[src/design/rscfe_pkg.sv]
// package for the remote serial command front end
package rscfe_pkg;

  // character codes
  localparam logic [7:0] CHR_EOS     = 8'h0A;
  localparam logic [7:0] CHR_TOGGLE  = 8'h01;
  localparam logic [7:0] CHR_OPEN1   = 8'h03;
  localparam logic [7:0] CHR_OPEN2   = 8'h02;
  localparam logic [7:0] CHR_CTRL_HI = 8'h1F;
  localparam logic [7:0] CHR_DEF_ADR = 8'h41;

  // register byte addresses
  localparam logic [7:0] A_CTRL   = 8'h00;
  localparam logic [7:0] A_ADDR   = 8'h04;
  localparam logic [7:0] A_SRQ    = 8'h08;
  localparam logic [7:0] A_STATUS = 8'h0C;
  localparam logic [7:0] A_IRQ    = 8'h10;
  localparam logic [7:0] A_MASK   = 8'h14;
  localparam logic [7:0] A_RXDATA = 8'h18;
  localparam logic [7:0] A_TXDATA = 8'h1C;

  // control register fields
  localparam int CTRL_REMOTE_EN = 0;
  localparam int CTRL_SRQ_EN    = 1;
  localparam int CTRL_ADDR_SET  = 2;

  // interrupt bit positions
  localparam int IRQ_W       = 5;
  localparam int IRQ_CMD     = 0;
  localparam int IRQ_OPEN    = 1;
  localparam int IRQ_TOGGLE  = 2;
  localparam int IRQ_CHAIN   = 3;
  localparam int IRQ_TXLOST  = 4;

  // axi response codes
  localparam logic [1:0] RESP_OKAY   = 2'h0;
  localparam logic [1:0] RESP_SLVERR = 2'h2;

  // open sequence parser
  typedef enum logic [1:0] {
    OPS_IDLE = 2'b00,
    OPS_GOT3 = 2'b01,
    OPS_GOT2 = 2'b10
  } rscfe_open_e;

  // serial byte stream item
  typedef struct packed {
    logic       valid;
    logic [7:0] data;
  } rscfe_byte_s;

  // axi lite write side to slave
  typedef struct packed {
    logic        awvalid;
    logic [7:0]  awaddr;
    logic        wvalid;
    logic [31:0] wdata;
    logic [3:0]  wstrb;
    logic        bready;
  } rscfe_axw_s;

  // axi lite read side to slave
  typedef struct packed {
    logic       arvalid;
    logic [7:0] araddr;
    logic       rready;
  } rscfe_axr_s;

  // axi lite answers from slave
  typedef struct packed {
    logic        awready;
    logic        wready;
    logic        bvalid;
    logic [1:0]  bresp;
    logic        arready;
    logic        rvalid;
    logic [31:0] rdata;
    logic [1:0]  rresp;
  } rscfe_axo_s;

  // all state of the front end
  typedef struct packed {
    rscfe_axo_s  ax;
    logic        aw_got;
    logic [7:0]  aw_adr;
    logic        w_got;
    logic [31:0] w_dat;
    logic [3:0]  w_stb;
    logic        remote_en;
    logic        srq_en;
    logic        addr_set;
    logic [7:0]  unit_adr;
    logic [7:0]  srq_chr;
    logic        remote;
    logic        unit_open;
    rscfe_open_e ops;
    logic [7:0]  rx_last;
    logic [IRQ_W-1:0] irq_st;
    logic [IRQ_W-1:0] irq_mask;
    logic        irq;
    rscfe_byte_s tx;
    rscfe_byte_s fwd;
    logic        chain_rst;
    logic        cmd_done;
    logic        boot;
  } rscfe_state_s;

endpackage

[src/design/rscfe_top.sv]
// remote serial command front end: framing, mode, addressing, srq
`timescale 1ns/1ps
// Function
// - commands are ascii ended by line feed 0x0A, which ends the command
// - returned data goes out as ascii followed by line feed
// - no hardware handshake; link pacing uses no flow-control lines
// - with service request mode on, send one character per event; code sends it only in remote mode, none in a cycle echoing a control byte
// - service request character comes from a programmable register
// - remote operation needs remote enable equal 1 plus unit address; code enters remote on toggle byte 0x01 even with enable 0
// - unconfigured unit address defaults to ascii A
// - unit address setting holds the numeric ascii code
// - after reset remote while enable is 1, local once it is 0; code takes enable once at reset release, when it is 0
// - remote not enabled: come out of reset in local mode
// - open sequence 0x03, 0x02, address opens the matching unit
// - byte 0x01 toggles between local and remote mode
// - each open sequence closes the open unit and opens the new one
// - malformed open sequence propagates a reset along the chain; code sends none when toggle byte 0x01 breaks the sequence
// - toggle byte acts on every chained unit
// - bytes 0x00..0x1F are global and echoed back to the host
module rscfe_top
(
  // clock and reset
  input  wire logic                  clk_i,
  input  wire logic                  rst_b_i,
  // axi4-lite slave
  input  wire rscfe_pkg::rscfe_axw_s axw_i,
  input  wire rscfe_pkg::rscfe_axr_s axr_i,
  output      rscfe_pkg::rscfe_axo_s axo_o,
  // serial bytes from the uart receiver
  input  wire rscfe_pkg::rscfe_byte_s rx_i,
  // bytes toward the host and down the chain
  output      rscfe_pkg::rscfe_byte_s tx_o,
  output      rscfe_pkg::rscfe_byte_s fwd_o,
  // command and status
  input  wire logic                  event_i,
  output      logic                  remote_o,
  output      logic                  unit_open_o,
  output      logic                  chain_rst_o,
  output      logic                  cmd_done_o,
  output      logic                  irq_o
);

  rscfe_pkg::rscfe_state_s st_ff;
  rscfe_pkg::rscfe_state_s nxt_st;

  // local copy of the interrupt width, declared before any use
  localparam int IRQ_W_T = rscfe_pkg::IRQ_W;

  // control characters are the range 0x00..0x1F
  function automatic logic is_ctrl(input logic [7:0] c);
    is_ctrl = (c <= rscfe_pkg::CHR_CTRL_HI);
  endfunction

  // effective unit address, A when none configured
  function automatic logic [7:0] eff_adr(input logic       set,
                                         input logic [7:0] a);
    eff_adr = set ? a : rscfe_pkg::CHR_DEF_ADR;
  endfunction

  // next state
  always_comb
  begin
    logic [IRQ_W_T-1:0] ev;
    logic               wr_go;
    logic               tx_busy;
    ev      = '0;
    nxt_st  = st_ff;
    wr_go   = 1'b0;
    tx_busy = 1'b0;
    nxt_st.tx.valid  = 1'b0;
    nxt_st.fwd.valid = 1'b0;
    nxt_st.chain_rst = 1'b0;
    nxt_st.cmd_done  = 1'b0;
    nxt_st.boot      = 1'b0;
    // mode taken once after reset from stored enable
    if (st_ff.boot)
      nxt_st.remote = st_ff.remote_en;
    // serial byte handling, no handshake: one byte per valid
    if (rx_i.valid)
    begin
      nxt_st.rx_last = rx_i.data;
      if (is_ctrl(rx_i.data))
      begin
        nxt_st.tx  = rx_i;
        nxt_st.fwd = rx_i;
        tx_busy    = 1'b1;
      end
      if (rx_i.data == rscfe_pkg::CHR_TOGGLE)
      begin
        nxt_st.remote = !st_ff.remote;
        nxt_st.ops    = rscfe_pkg::OPS_IDLE;
        ev[rscfe_pkg::IRQ_TOGGLE] = 1'b1;
      end
      else
      begin
        case (st_ff.ops)
          rscfe_pkg::OPS_IDLE:
          begin
            if (rx_i.data == rscfe_pkg::CHR_OPEN1)
              nxt_st.ops = rscfe_pkg::OPS_GOT3;
          end
          rscfe_pkg::OPS_GOT3:
          begin
            if (rx_i.data == rscfe_pkg::CHR_OPEN2)
              nxt_st.ops = rscfe_pkg::OPS_GOT2;
            else
            begin
              nxt_st.ops       = rscfe_pkg::OPS_IDLE;
              nxt_st.chain_rst = 1'b1;
              nxt_st.unit_open = 1'b0;
              ev[rscfe_pkg::IRQ_CHAIN] = 1'b1;
            end
          end
          rscfe_pkg::OPS_GOT2:
          begin
            nxt_st.ops = rscfe_pkg::OPS_IDLE;
            if (is_ctrl(rx_i.data))
            begin
              nxt_st.chain_rst = 1'b1;
              nxt_st.unit_open = 1'b0;
              ev[rscfe_pkg::IRQ_CHAIN] = 1'b1;
            end
            else
            begin
              // close whatever was open, open on match
              nxt_st.unit_open = st_ff.remote && rx_i.data ==
                eff_adr(st_ff.addr_set, st_ff.unit_adr);
              ev[rscfe_pkg::IRQ_OPEN] = 1'b1;
              nxt_st.fwd = rx_i;
            end
          end
          default:
            nxt_st.ops = rscfe_pkg::OPS_IDLE;
        endcase
        // printable byte: a closed unit passes it on even mid-sequence
        if (!is_ctrl(rx_i.data))
        begin
          if (!(st_ff.unit_open && st_ff.remote))
            nxt_st.fwd = rx_i;
        end
        // line feed closes a command for the open unit
        if (rx_i.data == rscfe_pkg::CHR_EOS &&
            st_ff.unit_open && st_ff.remote)
        begin
          nxt_st.cmd_done = 1'b1;
          ev[rscfe_pkg::IRQ_CMD] = 1'b1;
        end
      end
    end
    // service request character on an event
    if (event_i && st_ff.srq_en && st_ff.remote)
    begin
      if (tx_busy)
        ev[rscfe_pkg::IRQ_TXLOST] = 1'b1;
      else
      begin
        nxt_st.tx.valid = 1'b1;
        nxt_st.tx.data  = st_ff.srq_chr;
        tx_busy         = 1'b1;
      end
    end
    // axi write: address and data in either order
    nxt_st.ax.bvalid  = st_ff.ax.bvalid && !axw_i.bready;
    nxt_st.ax.awready = 1'b0;
    nxt_st.ax.wready  = 1'b0;
    if (axw_i.awvalid && !st_ff.aw_got && !st_ff.ax.bvalid)
    begin
      nxt_st.aw_got     = 1'b1;
      nxt_st.aw_adr     = axw_i.awaddr;
      nxt_st.ax.awready = 1'b1;
    end
    if (axw_i.wvalid && !st_ff.w_got && !st_ff.ax.bvalid)
    begin
      nxt_st.w_got     = 1'b1;
      nxt_st.w_dat     = axw_i.wdata;
      nxt_st.w_stb     = axw_i.wstrb;
      nxt_st.ax.wready = 1'b1;
    end
    if (st_ff.aw_got && st_ff.w_got && !st_ff.ax.bvalid)
    begin
      wr_go            = 1'b1;
      nxt_st.aw_got    = 1'b0;
      nxt_st.w_got     = 1'b0;
      nxt_st.ax.bvalid = 1'b1;
      nxt_st.ax.bresp  = rscfe_pkg::RESP_OKAY;
    end
    if (wr_go)
    begin
      case (st_ff.aw_adr)
        rscfe_pkg::A_CTRL:
          if (st_ff.w_stb[0])
          begin
            nxt_st.remote_en = st_ff.w_dat[rscfe_pkg::CTRL_REMOTE_EN];
            nxt_st.srq_en    = st_ff.w_dat[rscfe_pkg::CTRL_SRQ_EN];
            nxt_st.addr_set  = st_ff.w_dat[rscfe_pkg::CTRL_ADDR_SET];
          end
        rscfe_pkg::A_ADDR:
          if (st_ff.w_stb[0])
            nxt_st.unit_adr = st_ff.w_dat[7:0];
        rscfe_pkg::A_SRQ:
          if (st_ff.w_stb[0])
            nxt_st.srq_chr = st_ff.w_dat[7:0];
        rscfe_pkg::A_MASK:
          if (st_ff.w_stb[0])
            nxt_st.irq_mask = st_ff.w_dat[IRQ_W_T-1:0];
        rscfe_pkg::A_TXDATA:
          if (st_ff.w_stb[0] && !tx_busy)
          begin
            nxt_st.tx.valid = 1'b1;
            nxt_st.tx.data  = st_ff.w_dat[7:0];
          end
          else if (st_ff.w_stb[0])
            ev[rscfe_pkg::IRQ_TXLOST] = 1'b1;
        default:
          nxt_st.ax.bresp = rscfe_pkg::RESP_SLVERR;
      endcase
    end
    // axi read, answered one cycle after the address
    nxt_st.ax.arready = 1'b0;
    nxt_st.ax.rvalid  = st_ff.ax.rvalid && !axr_i.rready;
    nxt_st.irq_st     = st_ff.irq_st;
    if (axr_i.arvalid && !st_ff.ax.rvalid && !st_ff.ax.arready)
    begin
      nxt_st.ax.arready = 1'b1;
      nxt_st.ax.rvalid  = 1'b1;
      nxt_st.ax.rresp   = rscfe_pkg::RESP_OKAY;
      nxt_st.ax.rdata   = '0;
      case (axr_i.araddr)
        rscfe_pkg::A_CTRL:
        begin
          nxt_st.ax.rdata[rscfe_pkg::CTRL_REMOTE_EN] = st_ff.remote_en;
          nxt_st.ax.rdata[rscfe_pkg::CTRL_SRQ_EN]    = st_ff.srq_en;
          nxt_st.ax.rdata[rscfe_pkg::CTRL_ADDR_SET]  = st_ff.addr_set;
        end
        rscfe_pkg::A_ADDR:
          nxt_st.ax.rdata[7:0] = eff_adr(st_ff.addr_set, st_ff.unit_adr);
        rscfe_pkg::A_SRQ:
          nxt_st.ax.rdata[7:0] = st_ff.srq_chr;
        rscfe_pkg::A_STATUS:
        begin
          nxt_st.ax.rdata[0] = st_ff.remote;
          nxt_st.ax.rdata[1] = st_ff.unit_open;
          nxt_st.ax.rdata[3:2] = st_ff.ops;
        end
        rscfe_pkg::A_IRQ:
        begin
          nxt_st.ax.rdata[IRQ_W_T-1:0] = st_ff.irq_st;
          nxt_st.irq_st = '0;                    // read clears
        end
        rscfe_pkg::A_MASK:
          nxt_st.ax.rdata[IRQ_W_T-1:0] = st_ff.irq_mask;
        rscfe_pkg::A_RXDATA:
          nxt_st.ax.rdata[7:0] = st_ff.rx_last;
        rscfe_pkg::A_TXDATA:
          nxt_st.ax.rdata[7:0] = st_ff.tx.data;
        default:
          nxt_st.ax.rresp = rscfe_pkg::RESP_SLVERR;
      endcase
    end
    // new events win over the read clear
    nxt_st.irq_st = nxt_st.irq_st | ev;
    nxt_st.irq    = |(nxt_st.irq_st & nxt_st.irq_mask);
  end

  // state register; boot flag triggers mode pickup after release
  always_ff @(posedge clk_i or negedge rst_b_i)
  begin
    if (!rst_b_i)
    begin
      st_ff      <= '0;
      st_ff.boot <= 1'b1;
    end
    else
      st_ff <= nxt_st;
  end

  // outputs straight from flops
  assign axo_o       = st_ff.ax;
  assign tx_o        = st_ff.tx;
  assign fwd_o       = st_ff.fwd;
  assign remote_o    = st_ff.remote;
  assign unit_open_o = st_ff.unit_open;
  assign chain_rst_o = st_ff.chain_rst;
  assign cmd_done_o  = st_ff.cmd_done;
  assign irq_o       = st_ff.irq;

endmodule

[config.mk]
export PLATFORM = sky130hd
export DESIGN_NAME = rscfe_top
export DESIGN_NICKNAME = d
export VERILOG_FILES = /design/src/design/rscfe_pkg.sv /design/src/design/rscfe_top.sv
export SDC_FILE = /design/constraint.sdc
export NUM_CORES = 1
export LEC_CHECK = 0
export ABC_AREA = 0
export BUFFER_PORTS_ARGS = -buffer_cell sky130_fd_sc_hd__buf_2
export CAP_MARGIN = 20
export CORE_UTILIZATION = 40
export CTS_CLUSTER_DIAMETER = 200
export DETAILED_ROUTE_END_ITERATION = 16
export HOLD_SLACK_MARGIN = 0.15
export PLACE_DENSITY = 0.69
export SLEW_MARGIN = 5
export SYNTH_ARGS = -nofsm -noshare
export SYNTH_HDL_FRONTEND = slang
export SYNTH_SLANG_ARGS = --single-unit
[constraint.sdc]
create_clock -name clk_i -period 3 [get_ports clk_i]
set_input_delay 0 -clock clk_i [delete_from_list [all_inputs] [get_ports clk_i]]
set_output_delay 0 -clock clk_i [all_outputs]
set_load 0.02 [all_outputs]
==> metrics.csv <==
metric,value,unit
cts-root-buf,clkbuf_16,
cts_num_sinks,98,
leakagePower,2.88,nW
register_area_share_after_synthesis,47.6,%
synthTopCellsByCount,"dfrtp_1 (97), buf_4 (59), mux2_2 (48)",
detail_route.first_pass.iterations,4,
syn_area_per_cell,10.9,µm²
cap_viol_max_count,0,
setup_violations,0,
proportion_of_layout_cells_with_a_drive_suffix_above_1,31.2,%
internal-power,0.00267,W
seqPwrFrac,48.1,%
floorplan.io_pins,133,
setup-tns-final,0,ns
worst_setup_path_end_kind,flop,
worst_hold_path_type,input port to flop,
placementRows,41,
die_ht,116,µm
drc_errors,0,
total_die_area,13300,µm²
postCtsSetupRepairBufs,0,
achievable-frequency,364,MHz
timing.hold.ws,0.171,ns
grt_pass1_vias,3692,
clkLatencyLatePin,0.35,ns
place_congestion,0.863,
portBuffers,80,
p_sw,0.00129,W
worst-setup-path-type,flop to flop,
via_per_inst,5.15,
syn2layout_area_growth,17.9,%
period_share,91.5,%
core-area,12600,µm²
netlist.top_cell.by_area,dfrtp_1,
synth-edff-count,0,
most_frequent_cell_after_synthesis,dfrtp_1,
rsz0062_at_grt,no,
route.antenna.remaining_nets,0,
cts.repair.resized,0,
required,3.21,ns
netlist_area,5150,µm²
antenna-diode-count,0,
synth_flop_cell,dfrtp_1,
netlist_instances,473,
slew_violations,0,
power.total,0.00396,W
synth.yosys.warnings,0,
finish.net_count,628,
share_of_the_core_filled_with_cells_in_the_final_layout,48.4,%
clkSlewWorstSetupHoldPaths,0.07,ns
cts_tree,yes,
pwr-share-comb,22.0,%
worst_pin_slew,0.769,ns
period_needed,2.74,ns
clockBufferDepth,2,
floorplan.initialDensity,41.0,%
die_width,116,µm
dr.first_iter.drc_count,227,
max-slew-margin-rel,48.6,%
worst_path_max_fanout,5,
synthDistinctLibCells,62,
worst_ep_arrival_time,2.96,ns
power.clock.fraction,29.9,%
dr_total_vias,3775,
synth-async-reset-ratio,100,%
finalClockSkew,0.0106,ns
powerDensity,652,nW/µm²
antenna_violations_before_repair,0,
synth_area_leaders,"dfrtp_1 (47%), mux2_2 (10%), buf_4 (8.6%)",
grt_first_pass_wirelength,19500,µm
route.final.wire_length,12400,µm
wl_per_cell,17.0,µm
post-dp-hpwl,8950,µm
grt_util_all_layers,19.8,%
vdd_drop_max,0.000426,V
cts_max_level,3,
setup.worst_path.start_class,flop,
grt_max_degree,86,
globalRoute.totalOverflow,0,
numCtsBuffers,9,
run_status,completed,
ys_ff_latch,98,
hold_viol,0,
p_sw_share,32.6,%
synth_top_area_share,47.1,%
-- worst max-delay path, stage by stage, from the launching register on --
cell and delay, ns:
dfrtp_1 0.38, or4_4 0.57, nor4_2 0.30, buf_4 0.20, mux2_2 0.35, a21boi_0 0.12, or4b_2 0.68
-- layer usage --
metal,routed length (µm),GRT usage (%),vias to the layer above
met5,0,0,-
met4,180,6.93,0
met3,817,4.65,15
met2,5860,31.3,142
met1,5580,26.5,1836
li1,-,-,1782
-- through the flow --
stage / instance area (µm²) / cells / worst slack (ns)
after floorplan: 5250 / 498 / 0.340
after global placement: 5410 / 682 / 0.307
after detailed placement: 5410 / 682 / 0.262
after CTS: 6060 / 732 / 0.249
after global routing: 6080 / 733 / 0.178
final: 6080 / 733 / 0.256
-- layout make-up --
type | count | area, µm²
sequential | 98 | 2450
clock inverter | 6 | 73.8
multi-input combinational | 303 | 2200
fill | 1176 | 6490
tap | 172 | 215
inverter | 20 | 75.1
timing repair buffer | 124 | 831
clock buffer | 10 | 229
-- placed cells by master, fill, tap and decap left out, types with 3 or more instances in the layout --
cell and instances:
a21oi_1 3, a211oi_1 9, a221oi_1 3, nand2_1 38
buf_2 79, nor2_1 16, a32oi_1 4, a21boi_0 3
mux2_2 48, clkbuf_16 9, a21o_1 6, o21a_1 3
o21ai_0 23, nor4_1 6, ha_1 3, mux2i_1 14
nor2b_1 8, or4b_2 4, and2_1 4, a22oi_1 3
dfrtp_1 97, nand4_1 5, inv_1 20, conb_1 26
mux2_4 8, nor3_1 11, xor2_1 3, clkinv_4 3
dlygate4sd3_1 34, nand3_1 8, buf_4 10, o31ai_1 5
-- power by group through the flow --
stage | clock (W) | combinational [W] | sequential [W]
after floorplan | 0 | 0.000723 | 0.00180
after global placement | 0 | 0.000804 | 0.00190
after detailed placement | 0 | 0.000838 | 0.00192
after CTS | 0.00121 | 0.000876 | 0.00190
after global routing | 0.00127 | 0.000960 | 0.00194
final | 0.00119 | 0.000873 | 0.00191
-- kinds of logic after synthesis --
| kind of cell | synth area share [%] |
|---|---|
| xor gates and xnor gates | 0.680 |
| AOI/OAI and AO/OA | 11.0 |
| adders and majority gates | 0.728 |
| other | 0.0728 |
| muxes | 16.0 |
| buffers and inverters | 11.5 |
| DFF | 47.6 |
| and+or+nand+nor | 12.4 |
-- repair_timing --
| item | in CTS | in global routing |
|---|---|---|
| hold buffers | 34 | 0 |
| endpoints found under the setup margin | 0 | 0 |
| hold endpoints to repair | 124 | 0 |
-- registers in the layout, indices dropped and copies added, names as in the netlist, named ones only --
register / count
irq_o: 1
remote_o: 1
axo_o: 15
chain_rst_o: 1
unit_open_o: 1
cmd_done_o: 1
tx_o: 9
fwd_o: 9
st_ff: 59
-- final timing paths --
path	from	endpoint	slack (ns)	cells after the start
setup / recovery	st_ff[100]	irq_o	0.26	6
hold / removal	axr_i[8]	axo_o[4]	0.17	4
setup reg to reg	st_ff[100]	irq_o	0.26	6
hold reg to reg	axo_o[5]	axo_o[5]	0.47	2
max in group asynchronous	rst_b_i	st_ff[103]	2.01	4
min in group asynchronous	rst_b_i	fwd_o[4]	0.19	2
Power figures use the tool's default switching activity.
